$ cat src/verilog/pbhh_regs.svh
// constants and reset values of the primary bus hold handshake
//------------------------------------------------------------
//------------------------------------------------------------
`ifndef PBHH_REGS_SVH
`define PBHH_REGS_SVH
`define PBHH_ADDR_W 24
`define PBHH_DATA_W 32
`define PBHH_WS_W 3
`define PBHH_REQ_EXTRA 3
`define PBHH_GRANT_RST 1'b1
`define PBHH_STROBE_RST 1'b1
`define PBHH_OE_RST 1'b1
`define PBHH_DATA_OE_RST 1'b0
`define PBHH_ACK_RST 1'b0
`define PBHH_RW_RST 1'b1
`endif

$ cat src/verilog/pbhh_pkg.sv
// types of the primary bus hold handshake
package pbhh_pkg;
    typedef enum logic [2:0] {
        PBHH_IDLE,
        PBHH_ACCESS,
        PBHH_HOLD_STROBE,
        PBHH_HELD,
        PBHH_RETURN
    } pbhh_state_e;
endpackage

$ cat src/verilog/pbhh_wr_if.sv
// carrier between the hold controller and its parked-write store
interface pbhh_wr_if #(
    parameter int AW = 24,
    parameter int DW = 32
);
    logic push;
    logic pop;
    logic [AW-1:0] push_addr;
    logic [DW-1:0] push_data;
    logic valid;
    logic [AW-1:0] addr;
    logic [DW-1:0] data;
    modport owner(output push, output pop, output push_addr, output push_data,
                  input valid, input addr, input data);
    modport store(input push, input pop, input push_addr, input push_data,
                  output valid, output addr, output data);
endinterface

$ cat src/verilog/pbhh_wpend.sv
// one-entry store for a write parked while the bus is released
module pbhh_wpend #(
    parameter int AW = 24,
    parameter int DW = 32
) (
    input wire logic core_clk,
    input wire logic rst_n_sync,
    input wire logic clk_en,
    pbhh_wr_if.store wr
);
    logic valid_ff;
    logic [AW-1:0] addr_ff;
    logic [DW-1:0] data_ff;

    // push wins over pop so a parked write is never lost
    always_ff @(posedge core_clk or negedge rst_n_sync) begin
        if (!rst_n_sync) begin
            valid_ff <= 1'b0;
        end else if (clk_en) begin
            if (wr.push) begin
                valid_ff <= 1'b1;
            end else if (wr.pop) begin
                valid_ff <= 1'b0;
            end
        end
    end

    always_ff @(posedge core_clk or negedge rst_n_sync) begin
        if (!rst_n_sync) begin
            addr_ff <= '0;
            data_ff <= '0;
        end else if (clk_en && wr.push) begin
            addr_ff <= wr.push_addr;
            data_ff <= wr.push_data;
        end
    end

    assign wr.valid = valid_ff;
    assign wr.addr = addr_ff;
    assign wr.data = data_ff;
endmodule

$ cat src/verilog/pbhh_top.sv
// primary bus hold handshake: releases the external bus to another master
`include "pbhh_regs.svh"
module pbhh_top #(
    parameter int AW = `PBHH_ADDR_W,
    parameter int DW = `PBHH_DATA_W,
    parameter int WS_W = `PBHH_WS_W
) (
    input wire logic core_clk,
    input wire logic rst_n,
    input wire logic clk_en,
    input wire logic release_req_n,
    input wire logic ignore_release_control,
    input wire logic [WS_W-1:0] wait_state_count,
    input wire logic core_req_valid,
    input wire logic core_req_write,
    input wire logic [AW-1:0] core_req_addr,
    input wire logic [DW-1:0] core_req_wdata,
    output logic core_ack,
    output logic [DW-1:0] core_rdata,
    output logic bus_release_grant_n,
    output logic access_strobe_n_o,
    output logic access_strobe_oe,
    output logic rw_o,
    output logic rw_oe,
    output logic [AW-1:0] addr_o,
    output logic addr_oe,
    output logic [DW-1:0] data_o,
    output logic data_oe,
    input wire logic [DW-1:0] data_i
);
    //------------------------------------------------------------
    // reset release
    //------------------------------------------------------------
    logic rst_meta_ff;
    logic rst_n_sync;

    always_ff @(posedge core_clk or negedge rst_n) begin
        if (!rst_n) begin
            rst_meta_ff <= 1'b0;
            rst_n_sync <= 1'b0;
        end else begin
            rst_meta_ff <= 1'b1;
            rst_n_sync <= rst_meta_ff;
        end
    end

    //------------------------------------------------------------
    // state and storage
    //------------------------------------------------------------
    pbhh_pkg::pbhh_state_e state_ff;
    pbhh_pkg::pbhh_state_e nxt_state;
    logic req_q_ff;
    logic [WS_W-1:0] wcnt_ff;
    logic from_core_ff;
    logic core_ack_ff;
    logic [DW-1:0] core_rdata_ff;
    logic grant_n_ff;
    logic strobe_n_ff;
    logic strobe_oe_ff;
    logic rw_ff;
    logic rw_oe_ff;
    logic [AW-1:0] addr_ff;
    logic addr_oe_ff;
    logic [DW-1:0] data_ff;
    logic data_oe_ff;
    logic hold_req;
    logic take;
    logic start_pend;
    logic start_core;
    logic park;
    logic access_done;
    logic in_hold;

    pbhh_wr_if #(.AW(AW), .DW(DW)) wr_if ();

    pbhh_wpend #(.AW(AW), .DW(DW)) u_wpend (
        .core_clk(core_clk),
        .rst_n_sync(rst_n_sync),
        .clk_en(clk_en),
        .wr(wr_if.store)
    );

    //------------------------------------------------------------
    // request sampling
    //------------------------------------------------------------
    // one sampling flop: a request missing this edge lands one cycle later
    always_ff @(posedge core_clk or negedge rst_n_sync) begin
        if (!rst_n_sync) begin
            req_q_ff <= 1'b0;
        end else if (clk_en) begin
            req_q_ff <= !release_req_n;
        end
    end

    assign hold_req = req_q_ff && !ignore_release_control;
    assign take = core_req_valid && !core_ack_ff;
    assign in_hold = (state_ff == pbhh_pkg::PBHH_HOLD_STROBE) ||
                     (state_ff == pbhh_pkg::PBHH_HELD) ||
                     (state_ff == pbhh_pkg::PBHH_RETURN);
    // hold wins over new accesses; a parked write drains before the core
    assign start_pend = (state_ff == pbhh_pkg::PBHH_IDLE) && !hold_req && wr_if.valid;
    assign start_core = (state_ff == pbhh_pkg::PBHH_IDLE) && !hold_req && !wr_if.valid &&
                        take;
    // only one write may wait; a second write or any read stalls
    assign park = hold_req && take && core_req_write && !wr_if.valid &&
                  (state_ff != pbhh_pkg::PBHH_ACCESS);
    assign access_done = (state_ff == pbhh_pkg::PBHH_ACCESS) && (wcnt_ff == '0);
    assign wr_if.push = park;
    assign wr_if.pop = start_pend;
    assign wr_if.push_addr = core_req_addr;
    assign wr_if.push_data = core_req_wdata;

    //------------------------------------------------------------
    // sequencer
    //------------------------------------------------------------
    always_comb begin
        nxt_state = state_ff;
        case (state_ff)
            pbhh_pkg::PBHH_IDLE: begin
                if (hold_req) begin
                    nxt_state = pbhh_pkg::PBHH_HOLD_STROBE;
                end else if (start_pend || start_core) begin
                    nxt_state = pbhh_pkg::PBHH_ACCESS;
                end
            end
            pbhh_pkg::PBHH_ACCESS: begin
                if (wcnt_ff == '0) begin
                    nxt_state = pbhh_pkg::PBHH_IDLE;
                end
            end
            pbhh_pkg::PBHH_HOLD_STROBE: begin
                if (ignore_release_control) begin
                    nxt_state = pbhh_pkg::PBHH_IDLE;
                end else begin
                    nxt_state = pbhh_pkg::PBHH_HELD;
                end
            end
            pbhh_pkg::PBHH_HELD: begin
                if (ignore_release_control) begin
                    nxt_state = pbhh_pkg::PBHH_IDLE;
                end else if (!req_q_ff) begin
                    nxt_state = pbhh_pkg::PBHH_RETURN;
                end
            end
            pbhh_pkg::PBHH_RETURN: begin
                nxt_state = pbhh_pkg::PBHH_IDLE;
            end
            default: begin
                nxt_state = pbhh_pkg::PBHH_IDLE;
            end
        endcase
    end

    always_ff @(posedge core_clk or negedge rst_n_sync) begin
        if (!rst_n_sync) begin
            state_ff <= pbhh_pkg::PBHH_IDLE;
        end else if (clk_en) begin
            state_ff <= nxt_state;
        end
    end

    //------------------------------------------------------------
    // access engine
    //------------------------------------------------------------
    always_ff @(posedge core_clk or negedge rst_n_sync) begin
        if (!rst_n_sync) begin
            wcnt_ff <= '0;
            from_core_ff <= 1'b0;
            rw_ff <= `PBHH_RW_RST;
            addr_ff <= '0;
            data_ff <= '0;
        end else if (clk_en) begin
            if (start_pend) begin
                wcnt_ff <= wait_state_count;
                from_core_ff <= 1'b0;
                rw_ff <= 1'b0;
                addr_ff <= wr_if.addr;
                data_ff <= wr_if.data;
            end else if (start_core) begin
                wcnt_ff <= wait_state_count;
                from_core_ff <= 1'b1;
                rw_ff <= !core_req_write;
                addr_ff <= core_req_addr;
                data_ff <= core_req_wdata;
            end else if ((state_ff == pbhh_pkg::PBHH_ACCESS) && (wcnt_ff != '0)) begin
                wcnt_ff <= wcnt_ff - 1'b1;
            end
        end
    end

    // ack for a finished core access or a parked write
    always_ff @(posedge core_clk or negedge rst_n_sync) begin
        if (!rst_n_sync) begin
            core_ack_ff <= `PBHH_ACK_RST;
            core_rdata_ff <= '0;
        end else if (clk_en) begin
            core_ack_ff <= park || (access_done && from_core_ff);
            if (access_done && from_core_ff && rw_ff) begin
                core_rdata_ff <= data_i;
            end
        end
    end

    //------------------------------------------------------------
    // pin drivers
    //------------------------------------------------------------
    always_ff @(posedge core_clk or negedge rst_n_sync) begin
        if (!rst_n_sync) begin
            grant_n_ff <= `PBHH_GRANT_RST;
            strobe_n_ff <= `PBHH_STROBE_RST;
            strobe_oe_ff <= `PBHH_OE_RST;
            rw_oe_ff <= `PBHH_OE_RST;
            addr_oe_ff <= `PBHH_OE_RST;
            data_oe_ff <= `PBHH_DATA_OE_RST;
        end else if (clk_en) begin
            grant_n_ff <= !((nxt_state == pbhh_pkg::PBHH_HELD) ||
                            (nxt_state == pbhh_pkg::PBHH_RETURN));
            strobe_n_ff <= !(nxt_state == pbhh_pkg::PBHH_ACCESS);
            strobe_oe_ff <= !((nxt_state == pbhh_pkg::PBHH_HELD) ||
                              (nxt_state == pbhh_pkg::PBHH_RETURN));
            rw_oe_ff <= !((nxt_state == pbhh_pkg::PBHH_HOLD_STROBE) ||
                          (nxt_state == pbhh_pkg::PBHH_HELD) ||
                          (nxt_state == pbhh_pkg::PBHH_RETURN));
            addr_oe_ff <= !((nxt_state == pbhh_pkg::PBHH_HOLD_STROBE) ||
                            (nxt_state == pbhh_pkg::PBHH_HELD) ||
                            (nxt_state == pbhh_pkg::PBHH_RETURN));
            // data only driven during a write access, so hold always floats it
            data_oe_ff <= (nxt_state == pbhh_pkg::PBHH_ACCESS) &&
                          (start_pend || (start_core && core_req_write) ||
                           ((state_ff == pbhh_pkg::PBHH_ACCESS) && !rw_ff));
        end
    end

    assign core_ack = core_ack_ff;
    assign core_rdata = core_rdata_ff;
    assign bus_release_grant_n = grant_n_ff;
    assign access_strobe_n_o = strobe_n_ff;
    assign access_strobe_oe = strobe_oe_ff;
    assign rw_o = rw_ff;
    assign rw_oe = rw_oe_ff;
    assign addr_o = addr_ff;
    assign addr_oe = addr_oe_ff;
    assign data_o = data_ff;
    assign data_oe = data_oe_ff;
endmodule

$ cat config.mk
export PLATFORM = sky130hd
export DESIGN_NAME = pbhh_top
export DESIGN_NICKNAME = d
export VERILOG_FILES = /design/src/verilog/pbhh_pkg.sv /design/src/verilog/pbhh_wr_if.sv /design/src/verilog/pbhh_wpend.sv /design/src/verilog/pbhh_top.sv
export VERILOG_INCLUDE_DIRS = /design/src /design/src/verilog
export SDC_FILE = /design/constraint.sdc
export NUM_CORES = 1
export LEC_CHECK = 0
export BUFFER_PORTS_ARGS = -buffer_cell sky130_fd_sc_hd__buf_2
export CAP_MARGIN = 40
export CELL_PAD_IN_SITES_DETAIL_PLACEMENT = 0
export CELL_PAD_IN_SITES_GLOBAL_PLACEMENT = 1
export CORE_MARGIN = 2
export CORE_UTILIZATION = 40
export DETAILED_ROUTE_END_ITERATION = 10
export PLACE_DENSITY = 0.78
export SYNTH_ARGS = -nofsm -noshare
export SYNTH_HDL_FRONTEND = slang
export SYNTH_SLANG_ARGS = --single-unit
$ cat constraint.sdc
create_clock -name core_clk -period 5.85 [get_ports core_clk]
set_clock_uncertainty 0.05 [all_clocks]
set_input_delay 0 -clock core_clk [delete_from_list [all_inputs] [get_ports core_clk]]
set_output_delay 0 -clock core_clk [all_outputs]
set_load 0.01 [all_outputs]
Word level (Yosys, flattened, before mapping) --
Cells that the tools add are included.
Operators by class: mux-type cells 20, reduce and logical (&&, ||, !) cells 45, add/sub/neg operators 1, eq/ne operators 8
Operator list (count):
- $mux 32 | 2
- $mux 24 | 2
- $mux 3 | 8
- $logic_and 1x1->1 | 18
- $eq 3x2->1 const B | 4
- $pmux 3 s4 | 1
- $logic_not 1->1 | 10
- $reduce_and 2->1 | 4
- $logic_or 1x1->1 | 7
- $eq 3x1->1 const B | 2
- $logic_not 3->1 | 2
- $mux 1 | 6
- $reduce_bool 3->1 | 2
- $reduce_bool 2->1 | 2
- $eq 3x3->1 const B | 1
- $ne 3x1->1 const B | 1
- $sub 3x1->3 const B | 1
- $mux 2 | 1
Storage, ports and cells: output and inout bits 96, bits of input ports 98, register bits 161, word-level logic and storage cells 92

Depth between registers and ports, before layout --
word-level depth 14, mapped depth 8, depth with buffers taken out 6

Hierarchy --
Synthesis repeated with hierarchy kept, for this count alone.
Unflattened totals: cells, all modules 519, area total of the unflattened synthesis 7010.5 um^2
By module, submodules not included:
- pbhh_top | seq. area each 2607.5 um^2, area each 4725.8 um^2, instances 1, cells each 397
- pbhh_wpend | seq. area each 1426.4 um^2, area each 2284.7 um^2, instances 1, cells each 122

Least setup slack after synthesis --
No wires, ideal clock.
path kind register -> register, from register state_ff[1], to register core_rdata_ff[0], in the netlist core_rdata[0], data required time 5.675 ns, data arrival time 1.697 ns, stages on the path, launching flop included 7, clock period less this slack 1.872 ns, path buffers 2, path slack 3.978 ns, cells stage by stage dfrtp_1 > nor3b_4 > and4b_1 > and3_1 > buf_6 > buf_12 > mux2_4
On the way: cells in the longest elaborated chain, start to end 5
RTL lines:
- start, declared | RTL line pbhh_top.sv:50 | pbhh_pkg::pbhh_state_e state_ff;
- start signal, assigned | RTL line pbhh_top.sv:156 | state_ff <= pbhh_pkg::PBHH_IDLE;
- start signal, assigned | RTL line pbhh_top.sv:158 | state_ff <= nxt_state;
- $eq 3x1->1 | RTL line pbhh_top.sv:107 | assign access_done = (state_ff == pbhh_pkg::PBHH_ACCESS) && (wcnt_ff == '0);
- $logic_and 1x1->1 | RTL line pbhh_top.sv:107
- $logic_and 1x1->1 (2 in series) | RTL line pbhh_top.sv:198 | if (access_done && from_core_ff && rw_ff) begin
- $reduce_and 2->1 (no line)
- end signal, assigned | RTL line pbhh_top.sv:199 | core_rdata_ff <= data_i;
- end, declared | RTL line pbhh_top.sv:56 | logic [DW-1:0] core_rdata_ff;
Every way passes these cells. A chain may end at the register's enable or synchronous reset.

Worst setup path after layout --
from register state_ff[1], to register data_ff[9], in the netlist data_o[9]
On the way: cells in the longest elaborated chain, start to end 6, elaborated cells between the ends (all ways) 8
RTL lines:
- $logic_not 3->1 * | RTL line pbhh_top.sv:101, pbhh_top.sv:102
- $logic_and 1x1->1 * | RTL line pbhh_top.sv:101, pbhh_top.sv:102
- $logic_and 1x1->1 (2 in series) | RTL line pbhh_top.sv:102 | assign start_core = (state_ff == pbhh_pkg::PBHH_IDLE) && !hold_req && !wr_if.valid &&
- $reduce_bool 2->1 (no line)
- $reduce_and 2->1 (no line)
- end signal, assigned | RTL line pbhh_top.sv:178 | data_ff <= wr_if.data;
- end signal, assigned | RTL line pbhh_top.sv:184 | data_ff <= core_req_wdata;
- end, declared | RTL line pbhh_top.sv:64 | logic [DW-1:0] data_ff;
Every way passes the cells marked *; elsewhere a longest branch is shown, timed or not.

==> impl_summary.log <==
[metrics] placer's final routability congestion estimate: ~0.79
[metrics] transition time at the pin with the least slew margin: roughly 0.77 ns
[metrics] type of the tightest min-delay check: reg2async
[metrics] number of remaining DRC errors: 0
[metrics] global-route usage over all layers: approximately a fifth
[metrics] final worst path period need: approximately 2.5 ns
[metrics] via count of the first global-routing pass: between 5k and 6k
[metrics] Critical Path RT: between 6 and 7 ns
[metrics] total gr overflow: 0
[metrics] CTS resizes: 0
[metrics] number of antenna violations at the first check in global routing: 0
[metrics] Die Footprint: 18,100 sq um
[metrics] CTS Root Cell: clkbuf_16
[metrics] power density over the cells: ~460 nW/um^2
[metrics] maximum VDD drop: roughly 0.23 mV
[metrics] Leakage: between 4 and 5 nW
[metrics] site row count: 47
[metrics] number of levels the H-tree was split into: 4
[metrics] number of different library cells in the post-synthesis netlist: 42
[metrics] final total power: between 4 and 5 mW
[metrics] via density per instance: roughly 5.0
[metrics] peak clock frequency supported by timing: between 300 and 400 MHz
[metrics] TritonCTS buffer count: 17
[metrics] antenna-violating nets left: 0
[metrics] Rel. slew slack: 48.7%
[metrics] number of instances in the synthesized netlist: just under 600
[metrics] unrepaired setup endpoints after global routing: no
[metrics] number of antenna diodes: 0
[metrics] setup TNS: 0 ns
[metrics] synth warn: 0
[metrics] Arr. time, crit path: 2.83 ns
[metrics] maximum net fanout on the critical path: 34
[metrics] critical path's slowest cell: o2111a_2
[metrics] global-route wire length before repair: 28,000 microns
[metrics] fraction of final layout cells with drive strength greater than 1: between 30% and 40%
[metrics] average instance area after synthesis: ~12 sq um
[metrics] setup violation total in the final timing report: 0
[metrics] vias post-DR: 5,411
[metrics] netlist area before placement: approximately 7000 sq um
[metrics] initial core utilization: 40.9%
[metrics] number of optimization iterations in the first detailed-route pass: 5
[metrics] number of input and output port buffers inserted: around 190
[metrics] Setup crit end kind: register
[metrics] final count of pins violating max slew: 0
[metrics] detailed-placement wirelength estimate: 11,300 microns
[metrics] number of top-level design ports: roughly 190
[metrics] starting DRC count in detailed routing: around 330
[metrics] layout overhead on the synthesized area: 40.8%
[metrics] CTS sink cnt: between 150 and 200
[metrics] startpoint-to-endpoint class of the critical path: reg2reg
[metrics] Post-Place Cells: 962
[metrics] number of nets in the layout: between 900 and 1k
[metrics] final-report hold violation count: 0
[metrics] delay of the slowest cell on the worst path: a little under 0.7 ns
[metrics] Total Wirelength: 17,700 microns
[metrics] height of the chip: 134 microns
[metrics] latest clock arrival within the worst-skew pair: approximately 0.42 ns
[metrics] Core ar.: 16,600 sq um
[metrics] Die X: between 100 and 150 microns
[metrics] Seq/Total Area, Yosys: between 50% and 60%
[metrics] nets in the synthesized netlist: between 600 and 700
[metrics] CTS Buffer Depth: 2
[metrics] flip-flop and latch count after synthesis: 161
[metrics] TritonCTS clock tree: built
[metrics] filler-free cell count of the finished design: roughly 1.1k
[metrics] share of the clock period used by the worst path: 43.4%
[metrics] outcome: completed
[metrics] clock transition time at the flip-flop clock pins of the worst setup and hold paths: about 0.07 ns
[metrics] pin count of the biggest net entering global routing: between 60 and 70
[metrics] kind of launch point of the worst setup path: register
[metrics] routed len/inst: between 15 and 20 microns
[metrics] number of max-capacitance violations reported: 0
[metrics] critical path, cell by cell: nor3_2 > o2111a_2 > buf_4 > nor2_1 > a21oi_1
where the power goes:
part / switching (mW) / internal [mW] / leakage [nW] / total (mW)
Sequential: 0.276 / 1.59 / 1.97 / 1.87
Clock: 0.455 / 0.785 / 0.319 / 1.24
Combinational: 0.677 / 0.622 / 2.49 / 1.30
final cells by class:
cell class	count	area, sq um
clock buffer	20	457
clock inverter	11	204
fill	1355	7050
inverter	6	22.5
multi-input combinational	371	2510
sequential	161	4040
tap	220	275
timing repair buffer	302	2080
registers in the layout, summed over array words and instances, names as in the netlist, 3 cells and up:
| register | cells |
|---|---|
| addr_o | 24 |
| core_rdata | 32 |
| data_o | 32 |
| state_ff | 3 |
| u_wpend.wr.addr | 24 |
| u_wpend.wr.data | 32 |
| wcnt_ff | 3 |
metrics by stage:
step | utilization [%] | cell area (sq um) | setup WS [ns] | hold slack, ns
global placement | 47.3 | 7880 | 3.41 | -0.265
finish | 57.6 | 9590 | 3.31 | 0.187
CTS | 57.6 | 9590 | 3.31 | 0.203
detailed placement | 47.8 | 7950 | 3.34 | -0.263
floorplan | - | 6810 | 0.989 | -0.346
global route | 57.6 | 9590 | 3.14 | 0.215
worst max-delay path: cells and delay by family, from the launching register on:
kind | cells | cell delay (ns)
AO/OA/AOI/OAI | 2 | 0.84
buffers and inverters | 1 | 0.48
flip-flops | 1 | 0.48
AND/OR/NAND/NOR | 2 | 0.58
logic make-up (layout without fill, tap and decap cells):
| group | count (synthesis) | count (layout) | share of synthesized area [%] |
|---|---|---|---|
| flops | 161 | 161 | 59.2 |
| simple gates | 143 | 143 | 8.97 |
| compound gates | 136 | 136 | 10.9 |
| mux | 89 | 89 | 16.4 |
| buf+inv | 47 | 339 | 4.15 |
| fa+ha+maj | 2 | 2 | 0.367 |
| other cells | 1 | 1 | 0.0551 |
cell usage in the layout (no fill, tap or decap), types with 3 or more instances in the layout:
| master | synthesis | routed |
|---|---|---|
| nand2_1 | 63 | 63 |
| nor2_1 | 64 | 64 |
| a21oi_1 | 114 | 114 |
| dfrtp_1 | 157 | 156 |
| mux2_1 | 58 | 58 |
| clkinv_4 | 0 | 3 |
| bufinv_16 | 0 | 5 |
| dlygate4sd3_1 | 0 | 98 |
| inv_1 | 6 | 6 |
| o21ai_0 | 4 | 4 |
| mux2_4 | 30 | 30 |
| buf_4 | 6 | 8 |
| a31oi_1 | 3 | 3 |
| dfstp_2 | 4 | 4 |
| buf_2 | 10 | 193 |
| clkbuf_16 | 0 | 17 |
worst paths after layout:
path | startpoint | to | slack [ns] | cells after the start
max | state_ff[1] | data_o[9] | 3.31 | 5
min | rst_n_sync | u_wpend.wr.data[9] | 0.19 | 0
max reg2reg | state_ff[1] | data_o[9] | 3.31 | 5
min reg2reg | rst_n_sync | u_wpend.wr.data[9] | 0.19 | 0
max in group asynchronous | rst_n_sync | addr_o[21] | 4.46 | 1
min in group core_clk | data_i[17] | core_rdata[17] | 0.29 | 3
Yosys cell counts:
| cell | instances | area [sq um] |
|---|---|---|
| a211o_1 | 1 | 8.76 |
| a211oi_1 | 1 | 7.51 |
| a21o_1 | 1 | 7.51 |
| a21oi_1 | 114 | 571 |
| a22o_1 | 2 | 17.5 |
| a311oi_1 | 1 | 8.76 |
| a31oi_1 | 3 | 18.8 |
| a32oi_1 | 1 | 8.76 |
| and2_1 | 1 | 6.26 |
| and3_1 | 3 | 18.8 |
| and4b_1 | 1 | 10.0 |
| buf_1 | 2 | 7.51 |
| buf_12 | 3 | 60.1 |
| buf_2 | 10 | 50.1 |
| buf_4 | 6 | 45.0 |
| buf_6 | 3 | 33.8 |
| clkbuf_1 | 17 | 63.8 |
| conb_1 | 1 | 3.75 |
| dfrtp_1 | 157 | 3930 |
| dfstp_2 | 4 | 105 |
| ha_1 | 2 | 25.0 |
| inv_1 | 6 | 22.5 |
| mux2_1 | 58 | 653 |
| mux2_2 | 1 | 11.3 |
| mux2_4 | 30 | 450 |
| nand2_1 | 63 | 236 |
| nand2b_1 | 2 | 12.5 |
| nand3_1 | 3 | 15.0 |
| nand3b_1 | 1 | 7.51 |
| nor2_1 | 64 | 240 |
| nor2b_1 | 1 | 6.26 |
| nor3_2 | 1 | 10.0 |
| nor3b_4 | 1 | 18.8 |
| nor4_4 | 1 | 21.3 |
| o2111a_1 | 1 | 11.3 |
| o2111ai_2 | 1 | 15.0 |
| o21ai_0 | 4 | 20.0 |
| o221ai_1 | 1 | 8.76 |
| o22ai_1 | 2 | 12.5 |
| o2bb2ai_1 | 1 | 8.76 |
| o31ai_1 | 2 | 15.0 |
| or2b_1 | 1 | 7.51 |
layer usage:
layer	track usage, %	routed length [microns]	vias up
li1	-	-	2548
met1	24.3	7830	2686
met2	34.0	8870	153
met3	4.02	709	24
met4	7.54	308	0
met5	0	0	-
timing repair:
action	in CTS	in global routing
setup buffers	0	0
hold buffers	98	0
hold endpoints to repair	158	0
Note: power is estimated with default switching activity, not from simulation.
